<file path="src/inc/twbh_pkg.sv">
// Constants and types shared by the two-wire byte handshake block.
package twbh_pkg;
   // Register byte offsets on the APB slave.
   localparam logic [7:0] ADDR_CTRL = 8'h00;
   localparam logic [7:0] ADDR_STAT = 8'h04;
   localparam logic [7:0] ADDR_DATA = 8'h08;
   localparam logic [7:0] ADDR_RATE = 8'h0c;
   // Control register bit positions.
   localparam int CTL_FLAG = 7;
   localparam int CTL_START = 5;
   localparam int CTL_STOP = 4;
   localparam int CTL_EN = 2;
   localparam int CTL_IE = 0;
   // Status codes.
   localparam logic [7:0] ST_START = 8'h08;
   localparam logic [7:0] ST_RSTART = 8'h10;
   localparam logic [7:0] ST_ADDR_ACK = 8'h18;
   localparam logic [7:0] ST_ADDR_NACK = 8'h20;
   localparam logic [7:0] ST_DATA_ACK = 8'h28;
   localparam logic [7:0] ST_DATA_NACK = 8'h30;
   localparam logic [7:0] ST_NONE = 8'hf8;
   // Reset values.
   localparam logic [7:0] DATA_RST = 8'hff;
   localparam logic [7:0] RATE_RST = 8'h7c;
   // Bit slot index of the acknowledge bit.
   localparam logic [3:0] ACK_SLOT = 4'h8;
   // Sequencer states.
   typedef enum logic [2:0] {S_IDLE, S_START, S_SHIFT, S_STOP, S_WAIT} twbh_state_t;
endpackage

</file>
<file path="src/logic/twbh_sync.sv">
// Two-flop synchroniser for the bus line inputs.
`timescale 1ns/100ps
`default_nettype none
module twbh_sync #(
   parameter int W = 2
) (
   input wire logic pclk,
   input wire logic presetn,
   input wire logic [W-1:0] async_in,
   output logic [W-1:0] sync_out
);
   typedef struct packed {
      logic [W-1:0] meta;
      logic [W-1:0] sync;
   } twbh_sync_t;
   twbh_sync_t s;
   twbh_sync_t next_s;

   // The first stage feeds only the second stage.
   always_comb begin
      next_s.meta = async_in;
      next_s.sync = s.meta;
   end

   // Lines idle high, so both stages reset to one.
   always_ff @(posedge pclk or negedge presetn) begin
      if (!presetn) begin
         s <= '1;
      end else begin
         s <= next_s;
      end
   end

   assign sync_out = s.sync;
endmodule
`default_nettype wire

</file>
<file path="src/logic/twbh_core.sv">
// Two-wire byte handshake controller with an APB register slave.
//
// Implementation choices: the APB register port and the register offsets.
`timescale 1ns/100ps
`default_nettype none
module twbh_core
   import twbh_pkg::*;
#(
   parameter int ADDR_W = 8
) (
   input wire logic pclk,
   input wire logic presetn,
   input wire logic psel,
   input wire logic penable,
   input wire logic pwrite,
   input wire logic [ADDR_W-1:0] paddr,
   input wire logic [31:0] pwdata,
   output logic [31:0] prdata,
   output logic pready,
   output logic pslverr,
   input wire logic cpu_global_ie,
   output logic irq,
   input wire logic scl_in,
   output logic scl_out,
   output logic scl_oe,
   input wire logic sda_in,
   output logic sda_out,
   output logic sda_oe
);
   generate
      if (ADDR_W < 4 || ADDR_W > 32) begin : g_bad_addr
         $error("twbh_core: ADDR_W must lie between 4 and 32");
      end
   endgenerate

   typedef struct packed {
      twbh_state_t st;
      logic [1:0] ph;
      logic [3:0] bitn;
      logic flag;
      logic ie;
      logic en;
      logic on_bus;
      logic is_addr;
      logic [7:0] code;
      logic [7:0] status;
      logic [7:0] shreg;
      logic [7:0] rate;
      logic [7:0] div;
      logic tick;
      logic scl_oe;
      logic sda_oe;
      logic irq;
      logic pready;
      logic pslverr;
      logic [31:0] prdata;
   } twbh_regs_t;

   twbh_regs_t s;
   twbh_regs_t next_s;
   logic [1:0] lines;
   logic scl_s;
   logic sda_s;
   logic acc;
   logic wr;
   logic wr_ctrl;
   logic [7:0] addr8;
   logic adv;
   logic en_new;
   logic go;

   // Pins come from outside the clock domain and pass two flops first.
   twbh_sync #(.W(2)) i_twbh_sync (
      .pclk(pclk),
      .presetn(presetn),
      .async_in({scl_in, sda_in}),
      .sync_out(lines)
   );
   assign scl_s = lines[1];
   assign sda_s = lines[0];

   // Bus decode; a write lands on the edge where pready is seen high.
   assign addr8 = 8'(paddr);
   assign acc = psel & penable;
   assign wr = acc & s.pready & pwrite;
   assign wr_ctrl = wr & (addr8 == ADDR_CTRL);
   assign en_new = pwdata[CTL_EN];
   // A step waits while the clock is released but still low, so a slave may stretch it.
   assign adv = s.tick & (s.scl_oe | scl_s);

   // Whole next-state computation.
   always_comb begin
      next_s = s;
      go = 1'b0;
      // Quarter-bit divider; the rate register sets the bus speed.
      next_s.tick = (s.div == 8'h00);
      next_s.div = (s.div == 8'h00) ? s.rate : s.div - 8'h01;
      // Interrupt only with both enables, registered so the pin is glitch free.
      next_s.irq = s.flag & s.ie & cpu_global_ie;
      // Status trails the flag by one cycle, and idles at the no-info code.
      next_s.status = s.flag ? s.code : ST_NONE;

      // Bit-level sequencer, four quarter phases per step.
      if (adv && s.st != S_IDLE && s.st != S_WAIT) begin
         next_s.ph = s.ph + 2'h1;
         case (s.st)
            S_START: begin
               case (s.ph)
                  2'h0: begin
                     next_s.scl_oe = 1'b1;
                     next_s.sda_oe = 1'b0;
                  end
                  2'h1: next_s.scl_oe = 1'b0;
                  2'h2: next_s.sda_oe = 1'b1;
                  default: begin
                     // START done: hold the clock and report it.
                     next_s.scl_oe = 1'b1;
                     next_s.flag = 1'b1;
                     next_s.code = s.on_bus ? ST_RSTART : ST_START;
                     next_s.on_bus = 1'b1;
                     next_s.is_addr = 1'b1;
                     next_s.st = S_WAIT;
                  end
               endcase
            end
            S_SHIFT: begin
               case (s.ph)
                  2'h0: begin
                     next_s.scl_oe = 1'b1;
                     // Open drain: drive low for a zero, release for a one and for the ack slot.
                     next_s.sda_oe = (s.bitn == ACK_SLOT) ? 1'b0 : ~s.shreg[7];
                  end
                  2'h1: next_s.scl_oe = 1'b1;
                  2'h2: next_s.scl_oe = 1'b0;
                  default: begin
                     next_s.scl_oe = 1'b1;
                     if (s.bitn == ACK_SLOT) begin
                        next_s.flag = 1'b1;
                        next_s.st = S_WAIT;
                        next_s.is_addr = 1'b0;
                        next_s.sda_oe = 1'b0;
                        if (s.is_addr) begin
                           next_s.code = sda_s ? ST_ADDR_NACK : ST_ADDR_ACK;
                        end else begin
                           next_s.code = sda_s ? ST_DATA_NACK : ST_DATA_ACK;
                        end
                     end else begin
                        // The same register shifts out address and data bytes.
                        next_s.shreg = {s.shreg[6:0], sda_s};
                        next_s.bitn = s.bitn + 4'h1;
                     end
                  end
               endcase
            end
            S_STOP: begin
               case (s.ph)
                  2'h0: begin
                     next_s.scl_oe = 1'b1;
                     next_s.sda_oe = 1'b1;
                  end
                  2'h1: next_s.scl_oe = 1'b0;
                  2'h2: next_s.sda_oe = 1'b0;
                  default: begin
                     // Both lines released, no flag after a STOP.
                     next_s.st = S_IDLE;
                     next_s.on_bus = 1'b0;
                  end
               endcase
            end
            default: next_s.st = S_IDLE;
         endcase
      end

      // The clock stays pulled low for as long as the flag is up.
      if (s.st == S_WAIT) begin
         next_s.scl_oe = 1'b1;
      end

      // APB answer one cycle into the access phase.
      next_s.pready = acc & ~s.pready;
      next_s.pslverr = 1'b0;
      next_s.prdata = 32'h0000_0000;
      if (acc && !s.pready) begin
         case (addr8)
            ADDR_CTRL: next_s.prdata = {24'h00_0000, s.flag, 4'h0, s.en, 1'b0, s.ie};
            ADDR_STAT: next_s.prdata = {24'h00_0000, s.status};
            ADDR_DATA: next_s.prdata = {24'h00_0000, s.shreg};
            ADDR_RATE: next_s.prdata = {24'h00_0000, s.rate};
            default: next_s.pslverr = 1'b1;
         endcase
      end

      // Register writes take precedence over the sequencer in the same cycle.
      if (wr) begin
         case (addr8)
            ADDR_CTRL: begin
               next_s.ie = pwdata[CTL_IE];
               next_s.en = en_new;
               // With en_new set, clearing needs a one; a zero leaves the flag untouched.
               if (pwdata[CTL_FLAG] && s.flag) begin
                  next_s.flag = 1'b0;
               end
               // Nothing launches while the flag stays set.
               go = s.flag ? pwdata[CTL_FLAG] : (s.st == S_IDLE);
               if (go && en_new) begin
                  next_s.ph = 2'h0;
                  // The written value picks the next operation.
                  if (pwdata[CTL_START]) begin
                     next_s.st = S_START;
                  end else if (pwdata[CTL_STOP] && s.st == S_WAIT) begin
                     next_s.st = S_STOP;
                  end else if (s.st == S_WAIT) begin
                     next_s.st = S_SHIFT;
                     next_s.bitn = 4'h0;
                  end
               end
               // Disabling abandons the bus and lets both lines go.
               if (!en_new) begin
                  next_s.st = S_IDLE;
                  next_s.flag = 1'b0;
                  next_s.on_bus = 1'b0;
                  next_s.scl_oe = 1'b0;
                  next_s.sda_oe = 1'b0;
               end
            end
            ADDR_DATA: begin
               // Loading mid-byte would corrupt the shift, so only idle or waiting accepts it.
               if (s.st == S_IDLE || s.st == S_WAIT) begin
                  next_s.shreg = pwdata[7:0];
               end
            end
            ADDR_RATE: next_s.rate = pwdata[7:0];
            default: next_s.rate = s.rate;
         endcase
      end
   end

   // State register.
   always_ff @(posedge pclk or negedge presetn) begin
      if (!presetn) begin
         s <= '0;
         s.st <= S_IDLE;
         s.code <= ST_NONE;
         s.status <= ST_NONE;
         s.shreg <= DATA_RST;
         s.rate <= RATE_RST;
         s.div <= RATE_RST;
      end else begin
         s <= next_s;
      end
   end

   // Outputs straight from the state register; drive value is always low.
   assign prdata = s.prdata;
   assign pready = s.pready;
   assign pslverr = s.pslverr;
   assign irq = s.irq;
   assign scl_oe = s.scl_oe;
   assign sda_oe = s.sda_oe;
   assign scl_out = 1'b0;
   assign sda_out = 1'b0;
endmodule
`default_nettype wire

</file>
<file path="config.mk">
export PLATFORM = sky130hd
export DESIGN_NAME = twbh_core
export DESIGN_NICKNAME = d
export VERILOG_FILES = /design/src/inc/twbh_pkg.sv /design/src/logic/twbh_sync.sv /design/src/logic/twbh_core.sv
export SDC_FILE = /design/constraint.sdc
export NUM_CORES = 1
export LEC_CHECK = 0
export BUFFER_PORTS_ARGS = -buffer_cell sky130_fd_sc_hd__buf_2
export CAP_MARGIN = 10
export CORE_ASPECT_RATIO = 1.75
export CORE_UTILIZATION = 48
export DETAILED_ROUTE_END_ITERATION = 6
export GPL_TIMING_DRIVEN = 0
export HOLD_SLACK_MARGIN = 0.03
export PLACE_DENSITY = 0.72
export SLEW_MARGIN = 15
export SYNTH_ARGS = -nofsm -noshare
export SYNTH_HDL_FRONTEND = slang
export SYNTH_SLANG_ARGS = --single-unit
</file>
<file path="constraint.sdc">
create_clock -name pclk -period 1.6 [get_ports pclk]
set_input_delay 0.08 -clock pclk [delete_from_list [all_inputs] [get_ports pclk]]
set_output_delay 0.08 -clock pclk [all_outputs]
set_load 0.005 [all_outputs]
</file>
; ---- Word-level counts from Yosys, hierarchy flattened
; Cells that the tools add are included.
[totals]
register_bits = 96
word_cells = 133
[classes]
eq_ne = 14
reduce_logical = 20
mux = 64
n_addsub = 3
n_bitwise = 10
[ops]
columns = operator, count
row1 = $mux 8, 9
row2 = $mux 33, 1
row3 = $pmux 8 s4, 1
row4 = $mux 10, 3
row5 = $mux 9, 3
row6 = $mux 13, 2
row7 = $mux 3, 8
row8 = $mux 4, 5
row9 = $pmux 9 s2, 1
row10 = $eq 8x4->1 const B, 2
row11 = $logic_not 8->1, 2
row12 = $mux 16, 1
row13 = $mux 5, 3
row14 = $pmux 1 s2, 7
row15 = $mux 1, 12
row16 = $mux 6, 2
row17 = $pmux 3 s3, 1
row18 = $eq 8x3->1 const B, 1
row19 = $mux 2, 4
row20 = $sub 8x1->8 const B, 1
row21 = $and 1x1->1, 7
row22 = $eq 3x2->1 const B, 2
row23 = $logic_and 1x1->1, 6
row24 = $ne 2x2->1 const B, 3
row25 = other kinds (22), 24

; ---- Logic depth before layout (Yosys ltp)
; Gate-level depths: netlist of run 1.
[logic_depth]
depth_word = 12
ltp_mapped = 7
depth_no_buf = 7

; ---- By module
; Synthesis of run 1 repeated with hierarchy kept, for this count alone.
[unflattened]
hier_cells = 340
area_unflattened_um2 = 3494.6
[by_module_without_submodules]
columns = module, n_inst, area_per_inst_um2, cells_per_inst
row1 = twbh_core, 1, 3389.5, 336
row2 = twbh_sync, 1, 105.1, 4

; ---- Least setup slack after synthesis of run 1
; OpenSTA, ideal clock, no wires.
[synth_path]
kind = reg-to-reg
start = register s[88] in the netlist's numbering
end = register s[54] in the netlist's numbering
setup_ns = 0.090
path_stages_with_launch = 8
arrival_time_ns = 1.581
t_required_ns = 1.510
n_path_buf = 2
setup_slack_ns = -0.071
path_cell_list = dfrtp_1 -> ha_1 -> clkbuf_1 -> nand3b_1 -> nor4_1 -> buf_4 -> mux2i_1 -> a21oi_1
[synth_rtl]
columns = item, line_no
row1 = from (decl), twbh_core.sv:59  ; twbh_regs_t s;
row2 = from (signal assigned), twbh_core.sv:249  ; s <= next_s;

==> results of run 1 <==
Yosys cell counts, drive strengths merged (2+ instances only):
cell type,number
buf,39
nor2,35
dfrtp,34
dfstp,30
a21oi,23
nand2,20
mux2,17
mux2i,15
inv,14
o21ai,13
ha,9
nand4,9
nor3,7
a22oi,6
clkbuf,6
nand2b,6
nor3b,5
xnor2,5
and2,3
and3,3
and4,3
nand3b,3
nor4,3
xor2,3
a31oi,2
nand3,2
o21a,2
o221ai,2
o311ai,2
or3,2
registers in the layout, summed over array words and instances (netlist names):
register / flops
pslverr: 1
scl_oe: 1
sda_oe: 1
i_twbh_sync.next_s: 2
pready: 1
i_twbh_sync.sync_out: 2
s: 47
irq: 1
prdata: 8
worst paths after layout:
check                                                start                           endpoint  slack (ps)  depth (start not counted)
min in group asynchronous                          presetn                    s[84]$_DFF_PN0_         370                          2
max                                        s[89]$_DFF_PN0_                    s[56]$_DFF_PN1_        -110                          5
max reg2reg                                s[89]$_DFF_PN0_                    s[56]$_DFF_PN1_        -110                          5
min reg2reg                i_twbh_sync.next_s[0]$_DFF_PN1_  i_twbh_sync.sync_out[0]$_DFF_PN1_         350                          0
max in group asynchronous                          presetn                    s[90]$_DFF_PN0_         670                          2
min                                              pwdata[4]                    s[58]$_DFF_PN1_          40                          3
per-layer routing:
metal,global-route usage,vias up
li1,-,1351
met4,0.128,0
met2,0.425,98
met1,0.222,1391
met5,0,-
met3,0.0486,26
final cells by class:
cell class	count	area, um^2
Multi-Input combinational cell	241	1810
Timing Repair inverter	1	5.00
Buffer	43	313
Fill cell	509	2200
Timing Repair Buffer	72	497
Tap cell	84	105
Clock buffer	15	309
Clock inverter	1	5.00
Sequential cell	64	1640
Inverter	15	73.8
power groups by stage:
stage / combinational [uW] / sequential (uW) / clock, uW
after floorplan: 799 / 2090 / 0
after global placement: 1030 / 2140 / 0
after detailed placement: 1080 / 2150 / 0
after CTS: 1490 / 2100 / 2010
after global routing: 2080 / 2150 / 2070
final: 1900 / 2130 / 1980
metrics by stage:
step,hold slack [ps],setup slack (ps),power (uW),utilization,TNS [ps]
2_1_floorplan,-216,3.85,2890,-,0
3_3_place_gp,186,-188,3170,0.557,-3490
5_1_grt,64.3,-227,6300,0.684,-3280
6_report,39.1,-106,6000,0.684,-1210
3_5_place_dp,186,-223,3230,0.557,-4570
4_1_cts,30.7,-110,5600,0.647,-1420
cells by family after synthesis:
kind of cell               Yosys count  synth area share
and+or+nand+nor                    108             0.168
DFF                                 64             0.469
buffers and inverters               60             0.106
AOI/OAI and AO/OA                   57            0.0995
muxes                               33             0.104
adders and majority gates            9            0.0322
xor gates and xnor gates             8            0.0201
other                                1           0.00107
what timing repair did:
action / CTS / global route
gates cloned: 2 / 0
gates resized for setup: 27 / 55
pin swaps: 9 / 20
endpoints found under the hold margin: 48 / 0
endpoints found under the setup margin: 38 / 42
hold buffers: 10 / 0
buffers inserted: 16 / 11
worst max-delay path: stages, from the launching register on:
cell and delay (ps):
dfrtp_1 450, nand2b_1 320, nor4_4 370, buf_4 210
mux2i_1 180, a21oi_1 80
==> results.cfg, run 1 <==
[logic_synthesis]
syn_inst = 340
synth_top_area_frac = 0.243
seq_area_frac_synth = 0.469
synth_area_um2 = 3490
ys_seq_elements = 64
dominantRegCellSynth = dfrtp_1
async_flop_share = 1.00
synth_edf_count = 0
yosys_warnings = 0
synthTopCellsByArea = dfrtp_1 (24%), dfstp_2 (23%), buf_4 (7.7%)
synth_cell_types = 51
synth.avg_cell_area_um2 = 10.3
yosysTopAreaCell = dfrtp_1

[critical_path]
required_ps = 1850
end_kind = register
critPathLaunchType = register
crit_fanout = 5
cp_data_arrival_time_ps = 1950
path_class = register to register

[clocking]
cts_tree = yes
clock-sinks = 64
cts-htree-levels = 3
cts-root-buf = clkbuf_16
cts_buffers = 9
clock_latency_ps = 330
cts_buffer_depth = 2
clk_pin_slew_ps = 50

[route]
met2_length_um = 4890
drt-vias-per-instance = 5.35
wl_per_cell_um = 16.1
wl_met1_um = 3100
drt_iter0_drc = 154
vias = 2866
ant_nets = 0
dr_wl_met3_um = 321
routed_wl_um = 8640
post-route-drc-count = 0
top_layer_used = met4
firstDrtPassIters = 5

[grt]
grt_pass1_vias = 2727
antenna_found_initial = 0
grt_start_max_net_pins = 65
grt_pass1_wl_um = 12600
overflow = 0
grt_use_total = 0.227

[power_and_ir_drop]
p_switching_uw = 1820
pwr_density_cell_nw_per_um2 = 1260
power_switching_share = 0.303
ir_drop_mv = 0.651
power_leakage_uw = 0.00227
clockPowerShare = 0.330
pwr-share-seq = 0.354
p_int_uw = 4190
pwr-share-comb = 0.316

[die]
core_um2 = 6960
die_w_um = 66.5
io_pins = 87
initial_utilization = 0.502
die_area_um2 = 7640
rows = 40
die_y_um = 115

[sta]
finalHoldViolations = 0
fin_skew_ps = 6.52
rsz0062_at_grt = true
fin_ws_ps = -106
period_share = 1.07
max-slew-margin-rel = 0.477
finalSetupViolCount = 21
fmax_mhz = 586
post-route-min-period_ps = 1710
maxSlewViolCount = 0
worst_pin_slew_ps = 784

[finish]
layout-drive-gt1-share = 0.469
fin_area_um2 = 4760
layout_commonest_cell = buf_4
layoutNonFillerInstCount = 536
most-common-layout-cells = buf_4 (60), buf_2 (34), dfrtp_1 (32), nor2_1 (30), dfstp_2 (30)
insertedDiodeCount = 0
nNetsFinal = 504
area_growth_pct = 36.2

[placement]
dp.cells = 484
dp_hpwl_um = 5640
place_area_um2 = 3880
portBuffers = 35
gp_congestion = 0.908

[run_status]
violations = setup timing
outcome = complete, but fails checks

[min_path]
min_path_type = primary input to register

[job]
max_cap_viol_count = 0
Power figures use the tool's default switching activity.
==> run 2: changes to the inputs <==
Settings changed: CAP_MARGIN 10 to default, SETUP_SLACK_MARGIN from default to 0.02.
==> results.cfg, run 2 (synthesized netlist as in run 1, its figures left out) <==
[sta]
rsz0062_at_grt = true
final.setup.tns_ps = -1550
worst_pin_slew_ps = 799
fin_skew_ps = 6.95
maxSlewViolCount = 0
finalHoldViolations = 0
fmax_mhz = 576
post-route-min-period_ps = 1740
fin_ws_ps = -137
max-slew-margin-rel = 0.468
finalSetupViolCount = 21
period_share = 1.09

[clocking]
cts-root-buf = clkbuf_16
clk_pin_slew_ps = 50
clock-sinks = 64
cts_buffers = 9
clock_latency_ps = 330
cts_tree = yes
cts-htree-levels = 3
cts_buffer_depth = 2

[grt]
antenna_found_initial = 0
grt_pass1_vias = 2748
grt_pass1_wl_um = 12600
overflow = 0
grt_use_total = 0.227
grt_start_max_net_pins = 65

[run_status]
violations = setup timing
outcome = complete, but fails checks

[die]
die_y_um = 115
rows = 40
die_area_um2 = 7640
die_w_um = 66.5
core_um2 = 6960
io_pins = 87
initial_utilization = 0.502

[finish]
fin_area_um2 = 4740
insertedDiodeCount = 0
top_register = s
nNetsFinal = 505
final_util = 0.681
most-common-layout-cells = buf_4 (63), buf_2 (34), dfrtp_1 (33), nor2_1 (30), dfstp_2 (30)
layout-drive-gt1-share = 0.472
layout_commonest_cell = buf_4
area_growth_pct = 35.7
largest_reg_flops = 47

[power_and_ir_drop]
pwr-share-seq = 0.362
p_switching_uw = 1750
p_total_uw = 5860
pwr_density_cell_nw_per_um2 = 1240
clockPowerShare = 0.337
p_int_uw = 4110
ir_drop_mv = 0.560
power_switching_share = 0.299
power_leakage_uw = 0.00229
pwr-share-comb = 0.301

[min_path]
min_path_type = primary input to register
worstHoldStart = pwdata[4]
hold_end = s[58]$_DFF_PN1_
holdPathStages = 3

[route]
drt-vias-per-instance = 5.33
post-route-drc-count = 0
ant_nets = 0
vias = 2863
drt_iter0_drc = 175
routed_wl_um = 8850
wl_per_cell_um = 16.5
firstDrtPassIters = 4

[critical_path]
cp_data_arrival_time_ps = 1980
required_ps = 1850
crit_chain = inv_1 > ha_2 > and3b_2 > nor4_4 > buf_4 > mux2i_1 > a21oi_1
r2r_cells = 7
path_class = register to register
critPathMaxStageDelay_ps = 390
r2r_setup_slack_ps = -140
r2r-end = s[56]$_DFF_PN1_
startpoint = s[83]$_DFF_PN0_
critPathLaunchType = register
crit_fanout = 4
end_kind = register
critPathSlowestCell = dfrtp_1
worst_r2r_startpoint = s[83]$_DFF_PN0_

[placement]
gp_congestion = 0.908
dp_slack_ps = -223
place_area_um2 = 3880
dp_hpwl_um = 5640
portBuffers = 35

[job]
max_cap_viol_count = 0
-- run 2: timing repair --
item                                    in CTS  in global routing
pin swaps                                   13                 17
gates cloned                                 2                  0
endpoints found under the hold margin       48                  0
resized for setup                           33                 44
endpoints found under the setup margin      38                 47
setup buffers                               16                 12
hold buffers                                10                  0
-- run 2: layer usage --
metal  global-route usage  wire length (um)  vias to the layer above
li1                     -                 -                     1344
met5                    0                 0                        -
met1                0.226              3010                     1404
met2                0.420              5220                       93
met3               0.0516               338                       22
met4                0.126               276                        0
-- run 2: cell type report --
| cell class | instances | area [um^2] |
|---|---|---|
| Timing Repair inverter | 1 | 5.00 |
| Clock buffer | 15 | 309 |
| Tap cell | 84 | 105 |
| Fill cell | 520 | 2220 |
| Clock inverter | 1 | 5.00 |
| Sequential cell | 64 | 1640 |
| Timing Repair Buffer | 73 | 493 |
| Buffer | 43 | 313 |
| Multi-Input combinational cell | 241 | 1810 |
| Inverter | 15 | 63.8 |
-- run 2: worst max-delay path, delay by kind of cell (launching register included) --
kind	cells	cell delay, ps
AO/OA/AOI/OAI	1	80
adder cells (fa/ha/maj)	1	170
buffers and inverters	2	280
flip-flops	1	390
multiplexers	1	180
AND/OR/NAND/NOR	2	550
-- run 2: worst max-delay path by stage --
stage,end
floorplan,s[54]$_DFF_PN1_
global placement,s[83]$_DFF_PN0_
detailed placement,s[54]$_DFF_PN1_
CTS,s[59]$_DFF_PN1_
global route,s[59]$_DFF_PN1_
finish,s[56]$_DFF_PN1_
-- run 2: power groups by stage --
stage	Sequential (uW)	Combinational [uW]	Clock [uW]
3_3_place_gp	2140	1030	0
2_1_floorplan	2090	799	0
5_1_grt	2140	1930	2070
3_5_place_dp	2150	1080	0
4_1_cts	2100	1490	2010
6_report	2120	1760	1980
-- run 2: metrics by stage --
stage	hold WS [ps]	cells
final	44.8	537
after floorplan	-216	365
after global routing	63.9	537
after CTS	30.7	527
after detailed placement	186	484
after global placement	186	484
==> run 3: changes to the inputs <==
Settings changed: SYNTH_HIERARCHICAL from default to 1.
==> results.cfg, run 3 <==
[die]
die_w_um = 66.5
die_area_um2 = 7640
initial_utilization = 0.502
io_pins = 87
die_y_um = 115
rows = 40
core_um2 = 6960

[power_and_ir_drop]
pwr_density_cell_nw_per_um2 = 1240
p_total_uw = 5810
power_leakage_uw = 0.00222
ir_drop_mv = 0.635

[clocking]
cts_buffer_depth = 2
cts-root-buf = clkbuf_16
clock-sinks = 64
cts_buffers = 9
clk_pin_slew_ps = 50
clock_latency_ps = 330
cts-htree-levels = 3
cts_tree = yes

[sta]
worst_pin_slew_ps = 782
fin_skew_ps = 4.45
finalHoldViolations = 0
rsz0062_at_grt = true
max-slew-margin-rel = 0.479
finalSetupViolCount = 17
fin_ws_ps = -151
maxSlewViolCount = 0
final.setup.tns_ps = -1620
fmax_mhz = 571
period_share = 1.09
post-route-min-period_ps = 1750

[logic_synthesis]
seq_area_frac_synth = 0.469
yosysTopAreaCell = dfrtp_1
synth_edf_count = 0
synth_top_area_frac = 0.243
synth_cell_types = 51
synth.avg_cell_area_um2 = 10.3
syn_inst = 340
ys_seq_elements = 64
ys_top_cells_by_count = buf_4 (36), nor2_1 (35), dfrtp_1 (34), dfstp_2 (30), a21oi_1 (23)
yosys_warnings = 6
post-synth-top-count-cell = buf_4
synth_area_um2 = 3490
dominantRegCellSynth = dfrtp_1
synthTopCellsByArea = dfrtp_1 (24%), dfstp_2 (23%), buf_4 (7.7%)
async_flop_share = 1.00

[route]
drt_iter0_drc = 120
drt-vias-per-instance = 5.30
vias = 2818
post-route-drc-count = 0
ant_nets = 0
wl_per_cell_um = 16.1
firstDrtPassIters = 5
routed_wl_um = 8570

[grt]
overflow = 0
grt_pass1_wl_um = 12800
antenna_found_initial = 0
grt_use_total = 0.233
grt_start_max_net_pins = 65
grt_pass1_vias = 2769

[critical_path]
required_ps = 1850
r2r_setup_slack_ps = -150
r2r-end = s[56]$_DFF_PN1_
worst_r2r_startpoint = s[83]$_DFF_PN0_
critPathLaunchType = register
end_kind = register
path_class = register to register
startpoint = s[83]$_DFF_PN0_
cp_data_arrival_time_ps = 2000
r2r_cells = 7
crit_fanout = 5

[min_path]
min_path_type = primary input to register
holdPathStages = 3
hold_end = s[58]$_DFF_PN1_
worstHoldStart = pwdata[4]

[run_status]
violations = setup timing
outcome = complete, but fails checks

[placement]
dp_hpwl_um = 5700
gp_congestion = 0.896
place_area_um2 = 3880
portBuffers = 35
dp.cells = 484

[finish]
insertedDiodeCount = 0
fin_area_um2 = 4670
most-common-layout-cells = buf_4 (57), buf_2 (34), dfrtp_1 (31), nor2_1 (30), dfstp_2 (30)
area_growth_pct = 33.7
layout_commonest_cell = buf_4
nNetsFinal = 500
layoutNonFillerInstCount = 532
top_register = s
layout-drive-gt1-share = 0.458
final_util = 0.671
largest_reg_flops = 47

[job]
max_cap_viol_count = 0
-- run 3: how the worst max path moves through the flow --
stage / slack [ps] / endpoint
global route: -220 / s[56]$_DFF_PN1_
global placement: -170 / s[56]$_DFF_PN1_
detailed placement: -220 / s[56]$_DFF_PN1_
floorplan: 4 / s[54]$_DFF_PN1_
finish: -150 / s[56]$_DFF_PN1_
CTS: -100 / s[59]$_DFF_PN1_
-- run 3: timing repair --
action | CTS | global route
cloned | 2 | 0
gates resized for setup | 35 | 33
buffers inserted | 12 | 9
endpoints found under the setup margin | 38 | 39
hold buffers | 11 | 0
pin swaps | 13 | 12
endpoints found under the hold margin | 47 | 0
-- run 3: cell type report --
class,count,area [um^2]
Buffer,43,313
Clock buffer,10,239
Clock inverter,6,82.6
Fill cell,510,2290
Inverter,15,66.3
Multi-Input combinational cell,241,1760
Sequential cell,64,1640
Tap cell,84,105
Timing Repair Buffer,68,460
Timing Repair inverter,1,5.00
-- run 3: logic make-up after synthesis --
group | after synthesis | share of synthesized area
xor+xnor | 8 | 0.0201
simple gates | 108 | 0.168
mux | 33 | 0.104
flops | 64 | 0.469
other cells | 1 | 0.00107
compound gates | 57 | 0.0995
fa+ha+maj | 9 | 0.0322
buf+inv | 60 | 0.106
-- run 3: worst max-delay path: stages, from the launching register on --
cell and delay, ps:
dfrtp_1 380, inv_1 60, ha_2 170, and3b_2 240, nor4_4 330, buf_6 190, mux2i_2 210, a21oi_1 90
-- run 3: layer usage --
layer  vias to the layer above  GRT usage  wire length (um)
met4                         0      0.163               428
met1                      1350      0.217              2930
li1                       1341          -                 -
met3                        40     0.0466               318
met5                         -          0                 0
met2                        87      0.435              4890
-- run 3: power breakdown --
part / switching, uW / internal, uW
Combinational: 808 / 811
Clock: 688 / 1390
Sequential: 208 / 1900
Total: 1700 / 4110
-- run 3: metrics by stage --
step | setup slack, ps | hold slack [ps]
final | -151 | 42.5
after global routing | -221 | 84.7
after CTS | -99.0 | 31.4
after detailed placement | -224 | 186
after global placement | -168 | 185
after floorplan | 3.85 | -216
